$ cat config.mk
export PLATFORM = sky130hd
export DESIGN_NAME = ceau_top
export DESIGN_NICKNAME = d
export VERILOG_FILES = /design/src/hw/ceau_pkg.sv /design/src/hw/ceau_top.sv
export SDC_FILE = /design/constraint.sdc
export NUM_CORES = 2
export LEC_CHECK = 0
export BUFFER_PORTS_ARGS = -buffer_cell sky130_fd_sc_hd__buf_4
export CORE_MARGIN = 1.5
export CORE_UTILIZATION = 40
export CTS_CLUSTER_DIAMETER = 60
export DETAILED_ROUTE_END_ITERATION = 8
export HOLD_SLACK_MARGIN = 0.06
export MAX_ROUTING_LAYER = met4
export PLACE_DENSITY = 0.59
export SLEW_MARGIN = 20
export SYNTH_ARGS = -nofsm -noshare
export SYNTH_HDL_FRONTEND = slang
export SYNTH_SLANG_ARGS = --single-unit
$ cat constraint.sdc
create_clock -name hclk -period 6.5 [get_ports hclk]
set_input_delay 0.325 -clock hclk [delete_from_list [all_inputs] [get_ports hclk]]
set_output_delay 0.325 -clock hclk [all_outputs]
set_load 0.005 [all_outputs]
$ cat src/hw/ceau_pkg.sv
package ceau_pkg;
  // bus and datapath widths
  localparam int DW = 32;
  localparam int AW = 32;
  localparam int NGPR = 8;

  // register byte offsets
  localparam logic [7:0] OFS_CTRL = 8'h00;
  localparam logic [7:0] OFS_STATUS = 8'h04;
  localparam logic [7:0] OFS_OPWORD = 8'h08;
  localparam logic [7:0] OFS_EXT = 8'h0c;
  localparam logic [7:0] OFS_MODE = 8'h10;
  localparam logic [7:0] OFS_PC = 8'h14;
  localparam logic [7:0] OFS_EA = 8'h18;
  localparam logic [7:0] OFS_OPERAND = 8'h1c;
  localparam logic [7:0] OFS_DECODE = 8'h20;
  localparam logic [7:0] OFS_NEXTPC = 8'h24;
  localparam logic [7:0] OFS_WBACK = 8'h28;
  localparam logic [7:0] OFS_GPR0 = 8'h40;
  localparam logic [7:0] OFS_GPR_END = 8'h5c;

  // control register fields
  localparam int CTRL_CALC = 0;
  localparam int CTRL_MOVE = 1;
  localparam int CTRL_MOVE_WORD = 2;
  localparam int CTRL_INSTR = 3;
  localparam int CTRL_SIZE_LO = 4;
  localparam int CTRL_BITOP = 6;
  localparam int CTRL_BITREG = 7;
  localparam logic [7:0] CTRL_RESET = 8'h00;

  // status register fields, done and error clear by writing one
  localparam int ST_BUSY = 0;
  localparam int ST_DONE = 1;
  localparam int ST_ERR = 2;
  localparam int ST_ZERO = 3;

  // mode register fields
  localparam int MODE_EXTW_LO = 4;

  // operand size codes
  localparam logic [1:0] SZ_BYTE = 2'h0;
  localparam logic [1:0] SZ_WORD = 2'h1;
  localparam logic [1:0] SZ_LONG = 2'h2;

  // reset values
  localparam logic [31:0] RST_WORD = 32'h0000_0000;
  localparam logic [15:0] RST_HALF = 16'h0000;

  // effective address space kept on instruction addresses
  localparam logic [7:0] TOP_ZERO = 8'h00;
  localparam logic [23:0] SHORT_FILL = 24'hff_ffff;
  // the narrow address mode is absent on this device
  localparam logic ADDR16_MODE = 1'b0;

  typedef enum logic [3:0] {
    ceau_md_reg_dir = 4'b0000,
    ceau_md_reg_ind = 4'b0001,
    ceau_md_disp16 = 4'b0010,
    ceau_md_disp32 = 4'b0011,
    ceau_md_postinc = 4'b0100,
    ceau_md_predec = 4'b0101,
    ceau_md_abs8 = 4'b0110,
    ceau_md_abs16 = 4'b0111,
    ceau_md_abs24 = 4'b1000,
    ceau_md_abs32 = 4'b1001,
    ceau_md_imm = 4'b1010,
    ceau_md_pcrel8 = 4'b1011,
    ceau_md_pcrel16 = 4'b1100,
    ceau_md_mem_ind = 4'b1101
  } ceau_mode_t;

  typedef enum logic [2:0] {
    ceau_st_idle = 3'b000,
    ceau_st_calc = 3'b001,
    ceau_st_mind = 3'b010,
    ceau_st_bm_chk = 3'b011,
    ceau_st_bm_rd = 3'b100,
    ceau_st_bm_wr = 3'b101
  } ceau_state_t;
endpackage

$ cat src/hw/ceau_top.sv
module ceau_top (
  input wire logic hclk,
  input wire logic hresetn,
  input wire logic hsel,
  input wire logic [ceau_pkg::AW-1:0] haddr,
  input wire logic [1:0] htrans,
  input wire logic hwrite,
  input wire logic [2:0] hsize,
  input wire logic [ceau_pkg::DW-1:0] hwdata,
  input wire logic hready,
  output logic [ceau_pkg::DW-1:0] hrdata,
  output logic hreadyout,
  output logic hresp,
  output logic mem_req,
  output logic mem_we,
  output logic [ceau_pkg::AW-1:0] mem_addr,
  output logic [1:0] mem_size,
  output logic [7:0] mem_wdata,
  input wire logic [ceau_pkg::DW-1:0] mem_rdata,
  input wire logic mem_ack,
  output logic next_instr_go
);
  import ceau_pkg::*;

  function automatic logic [31:0] sext8(input logic [7:0] v);
    sext8 = {{24{v[7]}}, v};
  endfunction

  function automatic logic [31:0] sext16(input logic [15:0] v);
    sext16 = {{16{v[15]}}, v};
  endfunction

  function automatic logic [31:0] size_step(input logic [1:0] sz);
    case (sz)
      SZ_BYTE: size_step = 32'h0000_0001;
      SZ_WORD: size_step = 32'h0000_0002;
      default: size_step = 32'h0000_0004;
    endcase
  endfunction

  // bit 0 forced low on aligned data and on branch targets
  function automatic logic [31:0] align(input logic [31:0] a,
                                        input logic even);
    align = even ? {a[31:1], 1'b0} : a;
  endfunction

  ceau_state_t state_q;
  logic [31:0] gpr_q [NGPR];
  logic [7:0] ctrl_q;
  logic [15:0] opword_q;
  logic [31:0] ext_q;
  logic [5:0] mode_q;
  logic [31:0] pc_q;
  logic [31:0] ea_q;
  logic [31:0] operand_q;
  logic [31:0] nextpc_q;
  logic [31:0] wback_q;
  logic [2:0] bitnum_q;
  logic done_q;
  logic err_q;
  logic zero_q;
  logic wr_pend_q;
  logic [7:0] wr_addr_q;

  // opcode word fields; size from control, mode and extension words from mode register
  logic [3:0] op_main;
  logic [3:0] op_second;
  logic [2:0] addr_reg;
  logic [3:0] data_reg;
  logic [2:0] bit_imm;
  logic [1:0] trap_vec;
  logic [1:0] op_size;
  logic [1:0] ext_words;
  ceau_mode_t mode;

  assign op_main = opword_q[15:12];
  assign op_second = opword_q[11:8];
  assign addr_reg = opword_q[6:4];
  assign data_reg = opword_q[3:0];
  assign bit_imm = opword_q[6:4];
  assign trap_vec = opword_q[5:4];
  assign op_size = ctrl_q[CTRL_SIZE_LO +: 2];
  assign ext_words = mode_q[MODE_EXTW_LO +: 2];
  assign mode = ceau_mode_t'(mode_q[3:0]);

  // bus address phase, accepted only when the bus is ready
  logic addr_ok;
  assign addr_ok = hsel && htrans[1] && hready;

  always_ff @(posedge hclk or negedge hresetn) begin
    if (!hresetn) begin
      wr_pend_q <= 1'b0;
      wr_addr_q <= 8'h00;
    end else begin
      wr_pend_q <= addr_ok && hwrite;
      wr_addr_q <= haddr[7:0];
    end
  end

  logic wr_ctrl;
  logic wr_status;
  logic wr_gpr;
  logic [2:0] wr_gpr_idx;
  logic idle;
  assign idle = (state_q == ceau_st_idle);
  assign wr_ctrl = wr_pend_q && (wr_addr_q == OFS_CTRL);
  assign wr_status = wr_pend_q && (wr_addr_q == OFS_STATUS);
  // software may not touch the general registers while a job runs
  assign wr_gpr = wr_pend_q && idle && (wr_addr_q >= OFS_GPR0) &&
                  (wr_addr_q <= OFS_GPR_END) && (wr_addr_q[1:0] == 2'b00);
  assign wr_gpr_idx = wr_addr_q[4:2];

  logic start_calc;
  logic start_move;
  assign start_calc = wr_ctrl && idle && hwdata[CTRL_CALC];
  assign start_move = wr_ctrl && idle && hwdata[CTRL_MOVE] &&
                      !hwdata[CTRL_CALC];

  // instruction words and configuration, frozen while busy
  always_ff @(posedge hclk or negedge hresetn) begin
    if (!hresetn) begin
      ctrl_q <= CTRL_RESET;
      opword_q <= RST_HALF;
      ext_q <= RST_WORD;
      mode_q <= 6'h00;
      pc_q <= RST_WORD;
    end else if (wr_pend_q && idle) begin
      case (wr_addr_q)
        OFS_CTRL: ctrl_q <= {hwdata[7:2], 2'b00};
        OFS_OPWORD: opword_q <= hwdata[15:0];
        OFS_EXT: ext_q <= hwdata;
        OFS_MODE: mode_q <= hwdata[5:0];
        OFS_PC: pc_q <= {TOP_ZERO, hwdata[23:1], 1'b0};
        default: ;
      endcase
    end
  end

  // selected registers and register direct operand
  logic [31:0] areg;
  logic [31:0] dreg;
  logic [31:0] direct_val;
  assign areg = gpr_q[addr_reg];
  assign dreg = gpr_q[data_reg[2:0]];

  always_comb begin
    case (op_size)
      SZ_BYTE: direct_val = {24'h00_0000,
                             data_reg[3] ? dreg[7:0] : dreg[15:8]};
      SZ_WORD: direct_val = {16'h0000,
                             data_reg[3] ? dreg[31:16] : dreg[15:0]};
      default: direct_val = dreg;
    endcase
  end

  // effective address arithmetic for one calculation
  logic [31:0] inst_len;
  logic [31:0] next_pc;
  logic [31:0] ea_d;
  logic [31:0] operand_d;
  logic [31:0] wback_d;
  logic wback_en;
  logic is_target;
  logic bit_bad;
  logic [31:0] pc_sum;
  logic [31:0] ea_fin;

  // length in bytes: opcode word plus extension words, two bytes each
  assign inst_len = {29'h0000_0000, ext_words, 1'b0} + 32'h0000_0002;
  assign next_pc = pc_q + inst_len;

  always_comb begin
    ea_d = RST_WORD;
    operand_d = RST_WORD;
    wback_d = areg;
    wback_en = 1'b0;
    is_target = ctrl_q[CTRL_INSTR];
    pc_sum = RST_WORD;
    case (mode)
      ceau_md_reg_dir: operand_d = direct_val;
      ceau_md_reg_ind: begin
        ea_d = areg;
        if (ctrl_q[CTRL_INSTR]) begin
          ea_d = {TOP_ZERO, areg[23:0]};
        end
      end
      ceau_md_disp16: ea_d = areg + sext16(ext_q[15:0]);
      ceau_md_disp32: ea_d = areg + ext_q;
      ceau_md_postinc: begin
        ea_d = areg;
        wback_d = areg + size_step(op_size);
        wback_en = 1'b1;
      end
      ceau_md_predec: begin
        ea_d = areg - size_step(op_size);
        wback_d = ea_d;
        wback_en = 1'b1;
      end
      ceau_md_abs8: ea_d = {SHORT_FILL, opword_q[7:0]};
      ceau_md_abs16: ea_d = sext16(ext_q[15:0]);
      ceau_md_abs24: begin
        ea_d = {TOP_ZERO, ext_q[23:0]};
        is_target = 1'b1;
      end
      ceau_md_abs32: ea_d = ext_q;
      ceau_md_imm: begin
        case (ext_words)
          2'h0: operand_d = {24'h00_0000, opword_q[7:0]};
          2'h1: operand_d = {16'h0000, ext_q[15:0]};
          default: operand_d = ext_q;
        endcase
      end
      ceau_md_pcrel8: begin
        pc_sum = next_pc + sext8(opword_q[7:0]);
        ea_d = {TOP_ZERO, pc_sum[23:0]};
        is_target = 1'b1;
      end
      ceau_md_pcrel16: begin
        pc_sum = next_pc + sext16(ext_q[15:0]);
        ea_d = {TOP_ZERO, pc_sum[23:0]};
        is_target = 1'b1;
      end
      ceau_md_mem_ind: begin
        ea_d = {24'h00_0000, opword_q[7:0]};
        is_target = 1'b1;
      end
      default: ;
    endcase
  end

  // bit operations only reach direct, indirect or 8-, 16- or 32-bit absolute operands
  always_comb begin
    case (mode)
      ceau_md_reg_dir, ceau_md_reg_ind, ceau_md_abs8,
      ceau_md_abs16, ceau_md_abs32: bit_bad = 1'b0;
      default: bit_bad = ctrl_q[CTRL_BITOP];
    endcase
  end

  // alignment, then the narrow mode mask
  logic [31:0] ea_al;
  assign ea_al = align(ea_d, is_target || (op_size != SZ_BYTE));
  assign ea_fin = ADDR16_MODE ? {16'h0000, ea_al[15:0]} : ea_al;

  // block move counter view, byte or word form
  logic [15:0] move_count;
  logic move_word;
  assign move_word = ctrl_q[CTRL_MOVE_WORD];
  assign move_count = move_word ? gpr_q[4][15:0] :
                      {8'h00, gpr_q[4][7:0]};
  logic [15:0] count_dec;
  assign count_dec = move_count - 16'h0001;
  logic last_byte;
  assign last_byte = (state_q == ceau_st_bm_wr) && mem_ack &&
                     (count_dec == 16'h0000);

  // sequencer
  always_ff @(posedge hclk or negedge hresetn) begin
    if (!hresetn) begin
      state_q <= ceau_st_idle;
    end else begin
      case (state_q)
        ceau_st_idle: begin
          if (start_calc) begin
            state_q <= ceau_st_calc;
          end else if (start_move) begin
            state_q <= ceau_st_bm_chk;
          end
        end
        ceau_st_calc: begin
          if (mode == ceau_md_mem_ind && !bit_bad) begin
            state_q <= ceau_st_mind;
          end else begin
            state_q <= ceau_st_idle;
          end
        end
        ceau_st_mind: if (mem_ack) state_q <= ceau_st_idle;
        ceau_st_bm_chk: begin
          // a zero count moves nothing
          if (move_count == 16'h0000) begin
            state_q <= ceau_st_idle;
          end else begin
            state_q <= ceau_st_bm_rd;
          end
        end
        ceau_st_bm_rd: if (mem_ack) state_q <= ceau_st_bm_wr;
        ceau_st_bm_wr: begin
          if (mem_ack) begin
            state_q <= last_byte ? ceau_st_idle : ceau_st_bm_rd;
          end
        end
        default: state_q <= ceau_st_idle;
      endcase
    end
  end

  // general registers: hardware updates only while busy
  always_ff @(posedge hclk or negedge hresetn) begin
    if (!hresetn) begin
      for (int i = 0; i < NGPR; i++) begin
        gpr_q[i] <= RST_WORD;
      end
    end else if (state_q == ceau_st_calc && wback_en && !bit_bad) begin
      gpr_q[addr_reg] <= wback_d;
    end else if (state_q == ceau_st_bm_wr && mem_ack) begin
      gpr_q[5] <= gpr_q[5] + 32'h0000_0001;
      gpr_q[6] <= gpr_q[6] + 32'h0000_0001;
      if (move_word) begin
        gpr_q[4][15:0] <= count_dec;
      end else begin
        gpr_q[4][7:0] <= count_dec[7:0];
      end
    end else if (wr_gpr) begin
      gpr_q[wr_gpr_idx] <= hwdata;
    end
  end

  // results of a calculation
  always_ff @(posedge hclk or negedge hresetn) begin
    if (!hresetn) begin
      ea_q <= RST_WORD;
      operand_q <= RST_WORD;
      nextpc_q <= RST_WORD;
      wback_q <= RST_WORD;
      bitnum_q <= 3'h0;
    end else if (state_q == ceau_st_calc) begin
      ea_q <= ea_fin;
      operand_q <= operand_d;
      nextpc_q <= next_pc;
      wback_q <= wback_d;
      // bit number from a register byte or from the opcode
      bitnum_q <= ctrl_q[CTRL_BITREG] ? gpr_q[op_second[2:0]][2:0] :
                  bit_imm;
    end else if (state_q == ceau_st_mind && mem_ack) begin
      ea_q <= align({TOP_ZERO, mem_rdata[23:0]}, 1'b1);
    end
  end

  // memory master: one request held until acknowledged
  always_ff @(posedge hclk or negedge hresetn) begin
    if (!hresetn) begin
      mem_req <= 1'b0;
      mem_we <= 1'b0;
      mem_addr <= RST_WORD;
      mem_size <= SZ_BYTE;
      mem_wdata <= 8'h00;
    end else begin
      if (mem_req && mem_ack) begin
        mem_req <= 1'b0;
      end
      if (state_q == ceau_st_calc && mode == ceau_md_mem_ind && !bit_bad) begin
        mem_req <= 1'b1;
        mem_we <= 1'b0;
        mem_addr <= ea_fin;
        mem_size <= SZ_LONG;
      end else if ((state_q == ceau_st_bm_chk && move_count != 16'h0000) ||
                   (state_q == ceau_st_bm_wr && mem_ack && !last_byte)) begin
        mem_req <= 1'b1;
        mem_we <= 1'b0;
        mem_size <= SZ_BYTE;
        mem_addr <= (state_q == ceau_st_bm_wr) ?
                    gpr_q[5] + 32'h0000_0001 : gpr_q[5];
      end else if (state_q == ceau_st_bm_rd && mem_ack) begin
        mem_req <= 1'b1;
        mem_we <= 1'b1;
        mem_size <= SZ_BYTE;
        mem_addr <= gpr_q[6];
        mem_wdata <= mem_rdata[7:0];
      end
    end
  end

  // completion flags; a new completion beats a clear in the same cycle
  logic calc_end;
  logic move_end;
  assign calc_end = (state_q == ceau_st_calc && !(mode == ceau_md_mem_ind &&
                     !bit_bad)) || (state_q == ceau_st_mind && mem_ack);
  assign move_end = last_byte ||
                    (state_q == ceau_st_bm_chk && move_count == 16'h0000);

  always_ff @(posedge hclk or negedge hresetn) begin
    if (!hresetn) begin
      done_q <= 1'b0;
      err_q <= 1'b0;
      zero_q <= 1'b0;
      next_instr_go <= 1'b0;
    end else begin
      next_instr_go <= calc_end || move_end;
      if (calc_end || move_end) begin
        done_q <= 1'b1;
      end else if (wr_status && hwdata[ST_DONE]) begin
        done_q <= 1'b0;
      end
      if (state_q == ceau_st_calc && bit_bad) begin
        err_q <= 1'b1;
      end else if (wr_status && hwdata[ST_ERR]) begin
        err_q <= 1'b0;
      end
      if (state_q == ceau_st_bm_chk) begin
        zero_q <= (move_count == 16'h0000);
      end
    end
  end

  // read mux sampled at the address phase, so data is ready in the data phase
  logic [31:0] rd_val;
  logic [7:0] rd_ofs;
  assign rd_ofs = haddr[7:0];

  always_comb begin
    rd_val = RST_WORD;
    if (rd_ofs >= OFS_GPR0 && rd_ofs <= OFS_GPR_END) begin
      rd_val = gpr_q[rd_ofs[4:2]];
    end else begin
      case (rd_ofs)
        OFS_CTRL: rd_val = {24'h00_0000, ctrl_q};
        OFS_STATUS: rd_val = {28'h000_0000, zero_q, err_q, done_q, !idle};
        OFS_OPWORD: rd_val = {16'h0000, opword_q};
        OFS_EXT: rd_val = ext_q;
        OFS_MODE: rd_val = {26'h000_0000, mode_q};
        OFS_PC: rd_val = pc_q;
        OFS_EA: rd_val = ea_q;
        OFS_OPERAND: rd_val = operand_q;
        OFS_DECODE: rd_val = {11'h000, bitnum_q, trap_vec, op_main,
                              op_second, 1'b0, addr_reg, data_reg};
        OFS_NEXTPC: rd_val = nextpc_q;
        OFS_WBACK: rd_val = wback_q;
        default: rd_val = RST_WORD;
      endcase
    end
  end

  // zero wait states, always okay; hsize is not checked, words only
  always_ff @(posedge hclk or negedge hresetn) begin
    if (!hresetn) begin
      hrdata <= RST_WORD;
      hreadyout <= 1'b1;
      hresp <= 1'b0;
    end else begin
      hreadyout <= 1'b1;
      hresp <= 1'b0;
      if (addr_ok && !hwrite) begin
        hrdata <= rd_val;
      end
    end
  end
endmodule
After elaboration in Yosys (flattened, before gate mapping)
Cells that the tools add are included.
Word-level totals
  register bits after elaboration: 555
  bits of input ports: 107
Cells by class
  add/subtract/negate cells: 11
  $lt $le $gt $ge: 11
  eq/ne operators: 41
  mux-type cells: 72
  bitwise gates (word level): 7
  reductions and logical operators: 75
Operator list (count)
  $mux 32: 19
  $bwmux 256: 2
  $mux 256: 2
  $bmux 32 s3: 4
  $pmux 32 s12: 1
  $pmux 32 s11: 1
  $pmux 32 s2: 4
  $demux 32 s3: 2
  $mux 144: 1
  $add 32x32->32: 3
  $mux 80: 1
  $add 32x1->32 const B: 2
  $eq 8x5->1 const B: 6
  $logic_and 1x1->1: 34
  $eq 8x4->1 const B: 4
  $logic_not 16->1: 2
  $mux 16: 2
  $sub 32x32->32: 1
  $mux 3: 10
  $add 24x4->25: 1
  $add 24x16->24: 1
  $add 24x8->24: 1
  $eq 4x4->1 const B: 6
  $eq 8x6->1 const B: 3
  40 further kinds: 104

Logic depth before layout (Yosys ltp)
  depth after elaboration: 10
  depth in mapped cells: 22

Least setup slack after synthesis
OpenSTA, ideal clock, no wires.
  path type: register to register
  start point: register opword_q[4]
  end point: register ea_q[29]
  arrival time: 4652 ps
  slack: 1730 ps
  stages on the path, launching flop included: 21
  path buffers: 6
  path through: dfrtp_1 > buf_6 > buf_6 > buf_8 > buf_8 > buf_6 > buf_2 > mux2_2 > a221oi_1 > o22ai_1 > ha_1 > a21oi_1 > nor3b_1 > nor3_1 > o21a_1 > o211ai_1 > a2111oi_0 > o31ai_1 > o32ai_1 > xnor2_1 > a21o_1
On the way
  longest elaborated chain between the ends: 7
RTL lines
  from (decl): RTL line ceau_top.sv:50  | logic [15:0] opword_q;
  from (signal assigned): RTL line ceau_top.sv:130  | OFS_OPWORD: opword_q <= hwdata[15:0];
  $not 3->4 (not written as such) (*): RTL line ceau_top.sv:143  | assign areg = gpr_q[addr_reg];
  $bmux 32 s3 (*): RTL line ceau_top.sv:143
  $mux 32 (not written as such) (*) (2 in a row): RTL line ceau_top.sv:143
  $sub 32x32->32 (tied with other cells): RTL line ceau_top.sv:195  | ea_d = areg - size_step(op_size);
  $pmux 32 s12 (*): RTL line ceau_top.sv:179  | case (mode)
  $mux 32 (*): RTL line ceau_top.sv:326  | end else if (state_q == ceau_st_calc) begin
  to (signal assigned): RTL line ceau_top.sv:327  | ea_q <= ea_fin;
  to (signal assigned): RTL line ceau_top.sv:335  | ea_q <= align({TOP_ZERO, mem_rdata[23:0]}, 1'b1);
  to (decl): RTL line ceau_top.sv:54  | logic [31:0] ea_q;
Mark *: on every way between the ends. The rest lies on a longest branch, timed or not. The select of a mux whose other input is x is not followed.
A chain may end at the register's enable or synchronous reset.

Final worst setup path
  start point: register opword_q[4]
  end point: register gpr_q[88] (netlist name)
On the way
  longest elaborated chain between the ends: 8
RTL lines
  $not 3->4 (not written as such) (*): RTL line ceau_top.sv:143, ceau_top.sv:304
  $bmux 32 s3: RTL line ceau_top.sv:143
  $mux 32 (not written as such) (2 in a row): RTL line ceau_top.sv:143
  $sub 32x32->32 or $add 32x32->32 (tied branches): RTL line ceau_top.sv:195, ceau_top.sv:191
  $pmux 32 s2: RTL line ceau_top.sv:179
  $bwmux 256 (*): RTL line ceau_top.sv:304  | gpr_q[addr_reg] <= wback_d;
  $mux 256 (*): RTL line ceau_top.sv:303  | end else if (state_q == ceau_st_calc && wback_en && !bit_bad) begin
  to (signal, indexed assignment): RTL line ceau_top.sv:304
  to (signal, indexed assignment): RTL line ceau_top.sv:314  | gpr_q[wr_gpr_idx] <= hwdata;
  to (decl): RTL line ceau_top.sv:48  | logic [31:0] gpr_q [NGPR];
Marked as above.

==> impl_results.md <==
- Outcome: finished clean
- RSZ-0062 raised after global routing: no
- Gr usage total: 34.3%
- CTS tree: done
- Most frequent cells in the layout: 546 x dfrtp_1, 434 x nand2_1, 383 x o21ai_0
- Clock-pin slew on the worst setup and hold paths: 0.06 ns
- Startpoint type of the worst setup path: flop
- H-tree depth: 3
- Fraction of registers with async set/reset: 100%
- CTS Buf Count: 74
- Data arrival time of the critical path: 6.21 ns
- Worst Skew: 0.0427 ns
- Slew @ Worst Pin: 1.31 ns
- Commonest non-fill, non-tap cell in the layout: dfrtp_1
- Final Wtd Congestion: 0.970
- Fmax: 0.175 GHz
- Pwr dens: 216 nW/um^2
- Hold Crit Class: in2reg
- Mapped Cells: 4295
- Router iterations before antenna repair: 8
- Row count: 115
- Die ar.: 101000 um^2
- Area of the mapped netlist: 39800 um^2
- Pleak: 18.3 nW
- Vias: 37900
- Avg WL per Cell: 30.6 um
- Buffers on Ports: 146
- Required time of the worst setup path: 6.99 ns
- Most used DFF post-synth: dfrtp_1
- Min Tclk post-route: 5.71 ns
- Overall Power: 9.72 mW
- Final period util: 87.9%
- Grt total ovfl: 0
- Share of layout cells above drive strength 1: 18.7%
- Crit-path max cell delay: 0.98 ns
- Final Net Count: 4466
- Critical path's slowest cell: dfrtp_4
- Setup_tns: 0 ns
- Hold Vio Cnt, Final: 0
- Critical path class: reg2reg
- Max-slew headroom: 12.4%
- Core Region: 98600 um^2
- Number of global-route vias before repair: 36000
- DR iter-0 viols: 5669
- Vias/cell: 6.73
- DRC: 0
- Final HPWL DP: 123 mm
- Clock Sinks: 553
- Final wirelength: 172 mm
- Synth Warn #: 0
- Crit. End Element: flop
- Final setup fails: 0
- Synth Register Bits: 553
- Avg Cell Area, Syn: 9.27 um^2
- Die W: 319 um
- Buf/Inv on CP: 1
- Post-route ant nets: 0
- First-pass GRT wire length: 252 mm
- Top cell family by delay on the critical path: compound AO/OA/AOI/OAI gates
- Distinct cells, synth: 107
- Peak supply drop: 0.205 mV
- CP Max Fanout: 50
- Root buffer cell: clkbuf_16
- Initial antenna violation count: 5
- Clk buf depth: 3
- Largest net degree at the start of global routing: 150
- Synthesis-to-finish area growth: 12.8%
- Io pins: 186
- Fin. max-slew vios: 0
- CP Cell Sequence: mux4_2 -> mux2i_1 -> ha_1 -> inv_1 -> fa_1 -> a21o_1 -> a2111oi_4 -> nand4_4 -> nor3_4 -> nand2_2 -> o22ai_1 -> nand2_1 -> xor2_1 -> o21ai_0
- Seq/Total Area, Yosys: 34.8%
- Clock Latency Late Sink: 0.67 ns
- Post-synth EDFFs: 0
- Starting Density: 40.4%
- Die height: 319 um
- Max cap viols: 0
==> timing repair <==
| item | CTS | global route |
|---|---|---|
| hold endpoints to repair | 187 | 0 |
| setup buffers | 0 | 0 |
| gates resized for setup | 0 | 0 |
| endpoints found under the setup margin | 0 | 0 |
| hold buffers | 44 | 0 |
==> layer usage <==
layer	vias up	GRT usage, %	wire [um]
li1	16300	-	-
met1	18800	47.7	72600
met2	2436	48.4	72300
met3	393	7.77	19800
met4	0	13.3	7260
met5	-	-	0
==> flip-flops by register name, summed over array words and instances, names as in the netlist, 16 cells and up <==
register / count
gpr_q: 256
ea_q: 32
ext_q: 32
hrdata: 32
mem_addr: 32
operand_q: 32
wback_q: 32
nextpc_q: 24
pc_q: 23
opword_q: 16
==> stage by stage <==
step	worst slack [ns]	util [%]	instances	hold slack (ns)	cell area (um^2)
2_1_floorplan	1.73	-	4296	0.0294	39800
3_3_place_gp	1.06	42.7	5453	0.395	42100
3_5_place_dp	1.00	42.7	5453	0.390	42100
4_1_cts	0.962	45.6	5627	0.0620	44900
5_1_grt	0.568	45.6	5629	0.103	44900
6_report	0.788	45.6	5631	0.100	44900
==> final timing paths <==
| path | startpoint | to | slack [ns] | cells past startpoint |
|---|---|---|---|---|
| worst max register to register | opword_q[4]$_DFFE_PN0P_ | gpr_q[88]$_DFFE_PN0P_ | 0.79 | 14 |
| min in group asynchronous | hresetn | mem_addr[25]$_DFFE_PN0P_ | 0.23 | 2 |
| max in group asynchronous | hresetn | opword_q[4]$_DFFE_PN0P_ | 4.52 | 3 |
| worst min-delay path | mem_rdata[20] | ea_q[20]$_DFFE_PN0P_ | 0.1 | 3 |
| worst max-delay path | opword_q[4]$_DFFE_PN0P_ | gpr_q[88]$_DFFE_PN0P_ | 0.79 | 14 |
| worst min register to register | nextpc_q[19]$_DFFE_PN0P_ | nextpc_q[19]$_DFFE_PN0P_ | 0.48 | 2 |
==> cells in the mapped netlist, drive strengths merged (14+ instances only) <==
library cell	n	area (um^2)
a221oi	72	643
buf	98	546
a31o	18	158
inv	63	236
a222oi	15	150
a221o	30	300
o21ai	434	2200
dfrtp	553	13800
ha	68	851
a21oi	233	1180
nor3	62	332
o221ai	45	394
mux4	165	3720
nor4	21	183
or2	18	113
xor2	69	604
o22ai	29	181
a21o	28	210
o21a	60	450
clkbuf	314	1180
xnor2	110	993
nand4	38	253
a22o	14	123
o211ai	29	218
mux2	109	1230
or3	16	100
nor2	282	1060
and2	23	144
nand2b	31	194
nand3	109	546
a22oi	271	2030
nor2b	22	138
a31oi	40	250
and3	23	144
mux2i	123	1250
a211oi	14	110
o2111ai	19	166
nand2	440	1660
==> layout make-up <==
cell class / instances / area (um^2)
clock buffer: 99 / 2080
multi-input combinational: 3265 / 24200
fill: 9497 / 53600
timing repair buffer: 326 / 2590
sequential: 553 / 13900
antenna: 4 / 10.0
tap: 1287 / 1610
inverter: 66 / 248
clock inverter: 31 / 300
==> power breakdown <==
group          total [mW]  switching, mW  internal (mW)
registers            4.03          0.373           3.66
clock network        4.11           1.76           2.34
logic                1.58          0.867          0.711
total                9.72           3.00           6.72
==> worst reg2reg max path: stages (launching register included) <==
cell       delay [ns]
dfrtp_4          0.98
mux4_2           0.61
mux2i_1          0.36
ha_1             0.27
inv_1            0.07
fa_1             0.47
a21o_1           0.25
a2111oi_4        0.42
nand4_4          0.25
nor3_4           0.43
nand2_2          0.20
o22ai_1          0.19
nand2_1          0.08
xor2_1           0.73
o21ai_0          0.22
==> cell families after synthesis <==
| group | count (synthesis) | synth area share [%] |
|---|---|---|
| compound gates | 1461 | 24.5 |
| simple gates | 1149 | 13.7 |
| flops | 553 | 34.8 |
| buf+inv | 478 | 4.96 |
| mux | 397 | 15.6 |
| xor+xnor | 182 | 4.18 |
| fa+ha+maj | 73 | 2.39 |
| other cells | 2 | 0.0189 |
Note: power is estimated with default switching activity, not from simulation.
